==> config.mk <==
export PLATFORM = sky130hd
export DESIGN_NAME = smp_panel_indicators
export DESIGN_NICKNAME = d
export VERILOG_FILES = /design/src/design/smp_pkg.sv /design/src/design/smp_panel_indicators.sv
export SDC_FILE = /design/constraint.sdc
export NUM_CORES = 1
export LEC_CHECK = 0
export ABC_AREA = 1
export BUFFER_PORTS_ARGS = -buffer_cell sky130_fd_sc_hd__buf_2
export CAP_MARGIN = 20
export CORE_MARGIN = 1.5
export CORE_UTILIZATION = 35
export CTS_CLUSTER_SIZE = 12
export DETAILED_ROUTE_END_ITERATION = 12
export PLACE_DENSITY = 0.55
export SYNTH_ARGS = -nofsm -noshare
export SYNTH_HDL_FRONTEND = slang
export SYNTH_SLANG_ARGS = --single-unit
==> constraint.sdc <==
create_clock -name core_clk -period 2.81 [get_ports core_clk]
set_input_delay 0.281 -clock core_clk [delete_from_list [all_inputs] [get_ports core_clk]]
set_output_delay 0.281 -clock core_clk [all_outputs]
set_load 0.01 [all_outputs]
==> src/design/smp_pkg.sv <==
// Constants shared by the signal monitor front-panel indicator logic.
// Assumes a single 25 MHz system clock; all times are held in milliseconds.
package smp_pkg;

   // ----------------------------------------------------------------------
   // Clock and time base
   // ----------------------------------------------------------------------
   localparam int unsigned CLK_HZ = 25_000_000;
   localparam int unsigned MS_PER_S = 1000;
   localparam int unsigned MS_CYCLES_DEF = CLK_HZ / MS_PER_S;
   localparam int unsigned PRE_W = 16;
   localparam int unsigned MS_W = 13;

   // ----------------------------------------------------------------------
   // Flash rates and display intervals, in ms
   // ----------------------------------------------------------------------
   localparam int unsigned FLASH_2HZ_HALF_MS = 250;
   localparam int unsigned FLASH_4HZ_HALF_MS = 125;
   localparam int unsigned PULSE_PERIOD_MS = 2000;
   localparam int unsigned PULSE_ON_MS = 100;
   localparam int unsigned LAMP_TEST_MS = 300;
   localparam int unsigned FAULT_SNAP_MS = 6000;
   localparam int unsigned FAULT_INVOLVED_MS = 2000;

   // ----------------------------------------------------------------------
   // Channels and synchronised pin positions
   // ----------------------------------------------------------------------
   localparam int unsigned CHANNELS = 16;
   localparam int unsigned PIN_COUNT = 8;
   localparam int unsigned PIN_BUTTON = 0;
   localparam int unsigned PIN_EXT_RESET = 1;
   localparam int unsigned PIN_WD_SWITCH = 2;
   localparam int unsigned PIN_RED_ENABLE = 3;
   localparam int unsigned PIN_SF1 = 4;
   localparam int unsigned PIN_SF2 = 5;
   localparam int unsigned PIN_FLASH_DRIVE = 6;
   localparam int unsigned PIN_CARD_ABSENT = 7;

   // ----------------------------------------------------------------------
   // Channel status display phases during fault mode
   // ----------------------------------------------------------------------
   typedef enum logic [1:0] {
      SMP_SHOW_SNAP = 2'b01,
      SMP_SHOW_INVOLVED = 2'b10
   } smp_fdisp_t;

endpackage

==> src/design/smp_panel_indicators.sv <==
// Front-panel lamp drive and one-shot reset handling of a signal monitor.
// Fault flags and channel states come from logic on core_clk; panel switches and field-sensed inputs are pins.
//
// Behaviour
// Line-power lamp flashes 2 Hz during low line voltage.
// Line-power lamp flashes 4 Hz during the minimum flash interval.
// Line-power lamp steady once line voltage is restored above brownout.
// Line-power lamp off while line voltage is under 80 Vac.
// Dc-supply lamp lit on 24 V fault, dark otherwise.
// Controller watchdog lamp steady on controller watchdog fault.
// Watchdog lamp pulses every 2 s when monitoring disabled or line low.
// Conflict lamp lit on conflicting-signal fault.
// Diagnostic lamp lit on internal watchdog, memory test or supply fault.
// Red-absence lamp steady on loss of red on any channel.
// Red-absence lamp pulses every 2 s when red monitoring is inhibited.
// Dual-indication lamp lit on any dual indication fault.
// Sequence lamp lit when minimum yellow clearance was not met.
// Card-absent lamp lit while the program card is missing.
// In diagnostic display, card-absent lamp flashes the event number.
// Recurring-pulse lamp lit when a fault came from recurring pulses.
// Normally the 48 channel lamps show every active colour.
// In fault mode show fault-time signals 6 s, then involved channels 2 s.
// Panel reset returns the monitor circuitry to non-failed.
// Each reset assertion is one event; a stuck source cannot hold reset.
// Every accepted reset lights all lamps for 300 ms.
// Reset button also enters and steps the diagnostic display; the code only steps it (diag_step) while diag_display_mode is set.
// Red, dual and sequence monitoring enabled only while red enable active.
// Special functions disable only red-absence; function one may be inverted.
// Rates come from prescalers; steady fault beats flashing disabled state.
// The two-second pulse has a short fixed on-time parameter.
module smp_panel_indicators
   import smp_pkg::*;
#(
   parameter int unsigned MS_CYCLES = MS_CYCLES_DEF,
   parameter int unsigned F2_HALF_MS = FLASH_2HZ_HALF_MS,
   parameter int unsigned F4_HALF_MS = FLASH_4HZ_HALF_MS,
   parameter int unsigned PULSE_MS = PULSE_PERIOD_MS,
   parameter int unsigned PULSE_ON = PULSE_ON_MS,
   parameter int unsigned TEST_MS = LAMP_TEST_MS,
   parameter int unsigned SNAP_MS = FAULT_SNAP_MS,
   parameter int unsigned INVOLVED_MS = FAULT_INVOLVED_MS
) (
   // Clock and reset
   input wire logic core_clk,
   input wire logic reset,
   // Panel and field pins
   input wire logic reset_button,
   input wire logic external_reset,
   input wire logic watchdog_monitor_enable_switch,
   input wire logic red_enable_input,
   input wire logic special_function_1,
   input wire logic special_function_2,
   input wire logic flash_drive_input,
   input wire logic program_card_absent,
   // Configuration
   input wire logic special_function_1_invert,
   // Line and supply status
   input wire logic line_below_80vac,
   input wire logic low_line_voltage,
   input wire logic min_flash_interval,
   input wire logic line_below_watchdog_level,
   input wire logic dc_supply_fault,
   // Fault flags
   input wire logic controller_watchdog_fault,
   input wire logic conflict_fault,
   input wire logic internal_watchdog_fault,
   input wire logic memory_test_fault,
   input wire logic internal_supply_fault,
   input wire logic red_absence_fault,
   input wire logic green_yellow_dual_fault,
   input wire logic green_yellow_red_dual_fault,
   input wire logic sequence_fault,
   input wire logic recurring_pulse_fault,
   // Diagnostic display
   input wire logic diag_display_mode,
   input wire logic [1:0] diag_event_number,
   // Channel state
   input wire logic fault_mode,
   input wire logic [CHANNELS-1:0] channel_red,
   input wire logic [CHANNELS-1:0] channel_yellow,
   input wire logic [CHANNELS-1:0] channel_green,
   input wire logic [CHANNELS-1:0] fault_channels,
   // Fault lamps
   output logic line_power_lamp,
   output logic dc_supply_fault_lamp,
   output logic controller_watchdog_fault_lamp,
   output logic conflict_lamp,
   output logic diagnostic_lamp,
   output logic red_absence_lamp,
   output logic dual_indication_lamp,
   output logic sequence_lamp,
   output logic program_card_absent_lamp,
   output logic recurring_pulse_lamp,
   // Channel status lamps
   output logic [CHANNELS-1:0] channel_red_lamp,
   output logic [CHANNELS-1:0] channel_yellow_lamp,
   output logic [CHANNELS-1:0] channel_green_lamp,
   // Monitor control
   output logic monitor_reset,
   output logic diag_step,
   output logic red_monitor_enable,
   output logic dual_monitor_enable,
   output logic sequence_monitor_enable,
   output logic red_absence_monitor_enable
);

   // ----------------------------------------------------------------------
   // Parameter checks
   // ----------------------------------------------------------------------
   if (MS_CYCLES < 2 || MS_CYCLES >= (1 << PRE_W)) begin : g_chk_pre
      $error("MS_CYCLES out of range");
   end
   if (SNAP_MS >= (1 << MS_W) || PULSE_MS >= (1 << MS_W) || INVOLVED_MS >= (1 << MS_W) ||
       TEST_MS >= (1 << MS_W) ||
       PULSE_ON == 0 || PULSE_ON >= PULSE_MS || F2_HALF_MS == 0 || F4_HALF_MS == 0 ||
       TEST_MS == 0 || SNAP_MS == 0 || INVOLVED_MS == 0 || 6 * F2_HALF_MS > PULSE_MS) begin : g_chk_ms
      $error("Millisecond interval out of range");
   end

   // ----------------------------------------------------------------------
   // Pin synchronisers
   // ----------------------------------------------------------------------
   logic [PIN_COUNT-1:0] pin_raw;
   logic [PIN_COUNT-1:0] pin_meta;
   logic [PIN_COUNT-1:0] pin_sync;

   assign pin_raw = {program_card_absent, flash_drive_input, special_function_2, special_function_1,
                     red_enable_input, watchdog_monitor_enable_switch, external_reset, reset_button};

   always_ff @(posedge core_clk) begin
      if (reset) begin
         pin_meta <= '0;
         pin_sync <= '0;
      end else begin
         pin_meta <= pin_raw;
         pin_sync <= pin_meta;
      end
   end

   // ----------------------------------------------------------------------
   // Millisecond prescaler and flash generators
   // ----------------------------------------------------------------------
   logic [PRE_W-1:0] pre_cnt;
   logic ms_tick;
   logic [MS_W-1:0] f2_cnt;
   logic [MS_W-1:0] f4_cnt;
   logic [MS_W-1:0] pulse_cnt;
   logic flash_2hz;
   logic flash_4hz;
   logic pulse_on;

   assign ms_tick = (pre_cnt == PRE_W'(MS_CYCLES - 1));

   always_ff @(posedge core_clk) begin
      if (reset || ms_tick) begin
         pre_cnt <= '0;
      end else begin
         pre_cnt <= pre_cnt + PRE_W'(1);
      end
   end

   always_ff @(posedge core_clk) begin
      if (reset) begin
         f2_cnt <= '0;
         flash_2hz <= 1'b0;
      end else if (ms_tick) begin
         if (f2_cnt == MS_W'(F2_HALF_MS - 1)) begin
            f2_cnt <= '0;
            flash_2hz <= ~flash_2hz;
         end else begin
            f2_cnt <= f2_cnt + MS_W'(1);
         end
      end
   end

   always_ff @(posedge core_clk) begin
      if (reset) begin
         f4_cnt <= '0;
         flash_4hz <= 1'b0;
      end else if (ms_tick) begin
         if (f4_cnt == MS_W'(F4_HALF_MS - 1)) begin
            f4_cnt <= '0;
            flash_4hz <= ~flash_4hz;
         end else begin
            f4_cnt <= f4_cnt + MS_W'(1);
         end
      end
   end

   always_ff @(posedge core_clk) begin
      if (reset) begin
         pulse_cnt <= '0;
      end else if (ms_tick) begin
         if (pulse_cnt == MS_W'(PULSE_MS - 1)) begin
            pulse_cnt <= '0;
         end else begin
            pulse_cnt <= pulse_cnt + MS_W'(1);
         end
      end
   end

   assign pulse_on = (pulse_cnt < MS_W'(PULSE_ON));

   // ----------------------------------------------------------------------
   // One-shot reset and diagnostic stepping
   // ----------------------------------------------------------------------
   // Each source has its own edge detector, so a source stuck high blocks only itself, never the other.
   logic [1:0] rst_prev;
   logic button_evt;
   logic ext_evt;
   logic accept_evt;
   logic [MS_W-1:0] test_cnt;
   logic lamp_test;

   assign button_evt = pin_sync[PIN_BUTTON] & ~rst_prev[0];
   assign ext_evt = pin_sync[PIN_EXT_RESET] & ~rst_prev[1];
   assign accept_evt = ext_evt | (button_evt & ~diag_display_mode);
   assign lamp_test = (test_cnt != '0);

   always_ff @(posedge core_clk) begin
      if (reset) begin
         rst_prev <= 2'h0;
         monitor_reset <= 1'b0;
         diag_step <= 1'b0;
      end else begin
         rst_prev <= {pin_sync[PIN_EXT_RESET], pin_sync[PIN_BUTTON]};
         monitor_reset <= accept_evt;
         diag_step <= button_evt & diag_display_mode;
      end
   end

   always_ff @(posedge core_clk) begin
      if (reset) begin
         test_cnt <= '0;
      end else if (accept_evt) begin
         test_cnt <= MS_W'(TEST_MS);
      end else if (ms_tick && lamp_test) begin
         test_cnt <= test_cnt - MS_W'(1);
      end
   end

   // ----------------------------------------------------------------------
   // Monitoring enables
   // ----------------------------------------------------------------------
   logic sf_active;
   logic red_inhibit;
   logic wd_inhibit;

   assign sf_active = (pin_sync[PIN_SF1] ^ special_function_1_invert) | pin_sync[PIN_SF2];
   assign red_inhibit = ~pin_sync[PIN_RED_ENABLE] | sf_active | pin_sync[PIN_FLASH_DRIVE];
   assign wd_inhibit = ~pin_sync[PIN_WD_SWITCH] | line_below_watchdog_level;

   always_ff @(posedge core_clk) begin
      if (reset) begin
         red_monitor_enable <= 1'b0;
         dual_monitor_enable <= 1'b0;
         sequence_monitor_enable <= 1'b0;
         red_absence_monitor_enable <= 1'b0;
      end else begin
         red_monitor_enable <= pin_sync[PIN_RED_ENABLE];
         dual_monitor_enable <= pin_sync[PIN_RED_ENABLE];
         sequence_monitor_enable <= pin_sync[PIN_RED_ENABLE];
         red_absence_monitor_enable <= pin_sync[PIN_RED_ENABLE] & ~sf_active;
      end
   end

   // ----------------------------------------------------------------------
   // Fault lamps
   // ----------------------------------------------------------------------
   logic next_line_power;
   logic next_card;
   logic [MS_W-1:0] diag_slot;

   assign diag_slot = pulse_cnt / MS_W'(F2_HALF_MS);

   always_comb begin
      if (line_below_80vac) begin
         next_line_power = 1'b0;
      end else if (min_flash_interval) begin
         next_line_power = flash_4hz;
      end else if (low_line_voltage) begin
         next_line_power = flash_2hz;
      end else begin
         next_line_power = 1'b1;
      end
      if (diag_display_mode) begin
         next_card = ~diag_slot[0] && (diag_slot < MS_W'({diag_event_number, 1'b0}));
      end else begin
         next_card = pin_sync[PIN_CARD_ABSENT];
      end
   end

   always_ff @(posedge core_clk) begin
      if (reset) begin
         line_power_lamp <= 1'b0;
         dc_supply_fault_lamp <= 1'b0;
         controller_watchdog_fault_lamp <= 1'b0;
         conflict_lamp <= 1'b0;
         diagnostic_lamp <= 1'b0;
         red_absence_lamp <= 1'b0;
         dual_indication_lamp <= 1'b0;
         sequence_lamp <= 1'b0;
         program_card_absent_lamp <= 1'b0;
         recurring_pulse_lamp <= 1'b0;
      end else begin
         line_power_lamp <= lamp_test | next_line_power;
         dc_supply_fault_lamp <= lamp_test | dc_supply_fault;
         controller_watchdog_fault_lamp <= lamp_test | controller_watchdog_fault | (wd_inhibit & pulse_on);
         conflict_lamp <= lamp_test | conflict_fault;
         diagnostic_lamp <= lamp_test | internal_watchdog_fault | memory_test_fault | internal_supply_fault;
         red_absence_lamp <= lamp_test | red_absence_fault | (red_inhibit & pulse_on);
         dual_indication_lamp <= lamp_test | green_yellow_dual_fault | green_yellow_red_dual_fault;
         sequence_lamp <= lamp_test | sequence_fault;
         program_card_absent_lamp <= lamp_test | next_card;
         recurring_pulse_lamp <= lamp_test | recurring_pulse_fault;
      end
   end

   // ----------------------------------------------------------------------
   // Channel status display
   // ----------------------------------------------------------------------
   logic fault_prev;
   smp_fdisp_t fdisp;
   logic [MS_W-1:0] fd_cnt;
   logic [CHANNELS-1:0] snap_red;
   logic [CHANNELS-1:0] snap_yellow;
   logic [CHANNELS-1:0] snap_green;
   logic [CHANNELS-1:0] show_red;
   logic [CHANNELS-1:0] show_yellow;
   logic [CHANNELS-1:0] show_green;

   always_ff @(posedge core_clk) begin
      if (reset) begin
         fault_prev <= 1'b0;
         snap_red <= '0;
         snap_yellow <= '0;
         snap_green <= '0;
      end else begin
         fault_prev <= fault_mode;
         if (fault_mode && !fault_prev) begin
            snap_red <= channel_red;
            snap_yellow <= channel_yellow;
            snap_green <= channel_green;
         end
      end
   end

   always_ff @(posedge core_clk) begin
      if (reset || !fault_mode || !fault_prev) begin
         fdisp <= SMP_SHOW_SNAP;
         fd_cnt <= '0;
      end else if (ms_tick) begin
         case (fdisp)
            SMP_SHOW_SNAP: begin
               if (fd_cnt == MS_W'(SNAP_MS - 1)) begin
                  fdisp <= SMP_SHOW_INVOLVED;
                  fd_cnt <= '0;
               end else begin
                  fd_cnt <= fd_cnt + MS_W'(1);
               end
            end
            SMP_SHOW_INVOLVED: begin
               if (fd_cnt == MS_W'(INVOLVED_MS - 1)) begin
                  fdisp <= SMP_SHOW_SNAP;
                  fd_cnt <= '0;
               end else begin
                  fd_cnt <= fd_cnt + MS_W'(1);
               end
            end
            default: begin
               fdisp <= SMP_SHOW_SNAP;
               fd_cnt <= '0;
            end
         endcase
      end
   end

   always_comb begin
      if (!fault_mode) begin
         show_red = channel_red;
         show_yellow = channel_yellow;
         show_green = channel_green;
      end else if (fdisp == SMP_SHOW_INVOLVED) begin
         show_red = fault_channels;
         show_yellow = fault_channels;
         show_green = fault_channels;
      end else begin
         show_red = snap_red;
         show_yellow = snap_yellow;
         show_green = snap_green;
      end
   end

   always_ff @(posedge core_clk) begin
      if (reset) begin
         channel_red_lamp <= '0;
         channel_yellow_lamp <= '0;
         channel_green_lamp <= '0;
      end else begin
         channel_red_lamp <= show_red | {CHANNELS{lamp_test}};
         channel_yellow_lamp <= show_yellow | {CHANNELS{lamp_test}};
         channel_green_lamp <= show_green | {CHANNELS{lamp_test}};
      end
   end
endmodule

==> out/summary.md <==
Of all cell types, the one taking the most synthesized area is dfxtp_1. The post-route clock period utilization is 110%. The cell sitting at the root of the clock tree is a clkbuf_16. The critical path contains buffers and inverters numbering 4 combined. The number of standard cells in the layout, taps in and fillers out is 1,995, and the total congestion overflow is 0.

The hold slack is 0.0136 ns, and the number of hold violations in the final report is 0. The first global-routing pass estimated 44,800 µm of wire. In this run the standard cell core region covers 27,600 µm². After detailed routing, the number of remaining DRC violations is 0.

After synthesis, the share of flip-flops with an asynchronous set or reset is 0%. For the pin with the worst max-slew slack, the measured transition is 0.760 ns. The clock period minus worst slack came out at 3.09 ns. The dominant synthesized flop cell was dfxtp_1. Final setup violation count: 1. Summing all placed instances gives a cell area of 11,400 µm². The required time reported for the critical path endpoint is 3.19 ns, and the cell area after synthesis is 9780 µm².

Setup slack on the worst reg-to-reg path comes out at -0.28 ns. The die is 170 µm tall. For the worst setup path, the data arrival time is 3.48 ns.

The tools report the destination of the worst hold path as snap_green[3]. Across the VDD grid, the largest voltage drop is 0.392 mV. The path class of the tightest hold or removal check is primary input to flip-flop. The count of pins on the block boundary came out at 158.

The final reports fail on setup timing. Dividing the detail-routed via count by the number of cells gives 4.86. The first-pass iteration count of the detailed router was 5; the number of placed cells counting well taps was 1,911. The highest cell delay on the worst timing path is 0.32 ns. The total design power was 7.12 mW. Of the cells placed in the final design, the portion with a size suffix greater than 1 is 21.7%. The highest achievable clock rate was 323 MHz; the setup total negative slack was -0.282 ns. In this run the mean area of a mapped cell was 7.17 µm².

The detail route stage leaves a number of antenna-violating nets equal to 0. Commonest non-fill, non-tap cell in the layout: dfxtp_1. For the number of instances in the synthesized netlist, the log shows 1,364. The flow ran to the end, but the final reports show violations. After filler insertion, the fill cell instance count of the layout stands at 2,822.

By area the synthesized netlist is led by dfxtp_1, a21oi_1, nand2_1, nor2_1, inv_1. Relative to the synthesized area, the layout overhead comes to 29.7%. Setup repair after global routing could not meet its margin everywhere. The final worst-path setup slack was -0.282 ns. From left edge to right edge, the die measures 170 µm. The number of clock buffers added by TritonCTS is 25.

Count of nets after finishing: 1,706. Summing the sequential cell areas from Yosys gives 43.8% of the chip area. STA classifies the critical path startpoint as a flip-flop. The CTS H-tree depth was 1; the effective utilization at floorplan was 35.4%. The tools report the final count of pins violating max slew as 0.

The worst hold path begins at channel_green[3]. The average wire per cell in the routed design was 13.8 µm. Entering global routing, the biggest net connects 98 pins.

The run gives 9,695 as the number of vias after detailed routing. Yosys printed 0 warnings. The area share of the largest cell type after synthesis was 43.8%. The critical path is of the flip-flop to flip-flop type.

The count of flip-flops with a built-in enable after synthesis was 0. After routing the design area is 12,700 µm². Summed over all cells, the static leakage comes to 5.64 nW.

The endpoint identified for the worst register-to-register timing path is program_card_absent_lamp. After floorplanning, the core was divided into 61 placement rows. The total global-route track usage came out at 18.9%.

The initial antenna violation count is 5, and the wire length after detailed routing is 27,600 µm. The number of cells on the worst reg-to-reg path is 29. Max-cap violations in this run came to 0. The worst hold path was traced through 3 stages. The count of buffers added on input and output ports is 157. At the end of the flow the core is filled with cells to 45.9%.

Synthesis produced a netlist with a net count of 1,471. The via count of the first global-routing pass is 9,237, and the worst-path maximum fanout is 7. The synthesized netlist contains 50 unique library cells. The detailed router finished its first iteration with 649 violations.

Clock-pin slew was measured on the worst setup and hold paths at 0.06 ns. The worst pin sits at a relative slew slack of 49.3%. The clock reaches the later pin of the worst-skew pair after 0.51 ns. Routability-driven placement finished with a final weighted congestion of 0.814. The die covers 29,000 µm².

The tree built by TritonCTS fans out to 214 sinks. The kind of cell adding the most delay to the critical path was simple AND/OR/NAND/NOR gates. The startpoint identified for the worst register-to-register timing path is pulse_cnt[12]. The flop and latch count out of synthesis came out at 214. The maximum clock insertion buffer count came out at 3. Cell with the most instances on the worst path: nand2_4. TritonCTS built the clock tree. The top cell types in the final layout, fill and taps aside, are dfxtp_1, a21oi_1, nor2_1.

The largest individual stage delay along the critical path comes from the cell dfxtp_2. Between clock sinks in the finished design, the worst skew comes to 0.00973 ns. For the HPWL after detailed placement, the log shows 19,000 µm.

STA classifies the critical path endpoint as a flip-flop. Prior to clock tree synthesis, the placed netlist has a worst setup slack of -0.280 ns. The power density over the cells is 561 nW/µm².
==> metal layers <==
layer  up-vias  routed length (µm)  global-route usage (%)
met5         -                  23                       0
met4         4                 760                    6.35
met3        52                1510                    3.44
met2       257               12500                    31.4
met1      4413               12800                    24.5
li1       4969                   -                       -
==> logic make-up after synthesis <==
kind of cell    Yosys count  synth area share [%]
simple gates            581                  27.2
compound gates          330                  17.9
buf+inv                 219                  8.79
flops                   214                  43.8
fa+ha+maj                13                  1.66
xor+xnor                  7                 0.627
==> cells in the mapped netlist, types with 2 or more instances <==
cell	instances
a211oi_1	7
a21oi_1	197
a221oi_1	2
a311oi_1	2
a31oi_1	7
and3_1	4
buf_1	2
buf_4	3
buf_6	2
clkbuf_1	47
clkinv_1	2
dfxtp_1	214
ha_1	13
inv_1	153
inv_2	6
inv_4	2
nand2_1	194
nand2_2	16
nand2_4	8
nand3_1	57
nand3_2	7
nand3b_1	2
nand4_1	16
nor2_1	193
nor2_2	2
nor2_4	5
nor3_1	43
nor3b_1	8
nor4_1	23
o21a_1	4
o21ai_0	95
o21ai_1	4
o31ai_1	2
xor2_1	6
==> worst register-to-register path, delay by kind of cell (launching register included) <==
family | cells | cell delay, ns
and+or+nand+nor | 22 | 2.01
buffers and inverters | 4 | 0.23
DFF | 1 | 0.32
AOI/OAI and AO/OA | 3 | 0.39
==> how the worst max path moves through the flow <==
stage	cells after the start	slack [ns]	from	to
after floorplan	27	-0.07	pulse_cnt[6]	program_card_absent_lamp
after global placement	25	-0.20	pulse_cnt[6]	program_card_absent_lamp
after detailed placement	22	-0.28	pulse_cnt[6]	program_card_absent_lamp
after CTS	27	-0.24	pulse_cnt[7]	program_card_absent_lamp
after global routing	29	-0.62	pulse_cnt[12]	program_card_absent_lamp
final	29	-0.28	pulse_cnt[12]	program_card_absent_lamp
==> flip-flops by register name, summed over array words and instances, names as in the netlist, 8 cells and up <==
name,count
fd_cnt,13
pre_cnt,16
channel_green_lamp,16
snap_red,16
f4_cnt,13
pulse_cnt,13
test_cnt,13
snap_green,16
channel_red_lamp,16
f2_cnt,13
pin_meta,8
snap_yellow,16
pin_sync,8
channel_yellow_lamp,16
==> report_power, final <==
part	leakage [nW]	internal, mW	switching, mW	total, mW
clock	0.395	1.94	1.23	3.17
combinational	3.48	0.275	0.410	0.684
sequential	1.76	3.20	0.0642	3.27
total	5.64	5.42	1.70	7.12
==> timing repair <==
| action | 4_1_cts | 5_1_grt |
|---|---|---|
| resized for setup | 25 | 12 |
| hold buffers | 32 | 0 |
| hold endpoints to repair | 31 | 0 |
| buffers inserted | 6 | 0 |
| gates cloned | 1 | 0 |
| setup endpoints to repair | 1 | 3 |
| pin swaps | 19 | 8 |
==> cell type report <==
cell class	count	area, µm²	share of cell area [%]
diodes	3	7.51	0.0592
clock buffers	36	717	5.65
clock inverters	6	83.8	0.661
inverters	164	626	4.93
multi-input cells	932	4800	37.9
flip-flops and latches	214	4290	33.8
well taps	378	473	3.73
repair buffers	262	1690	13.3
No activity file was read; power rests on OpenSTA's default activity.
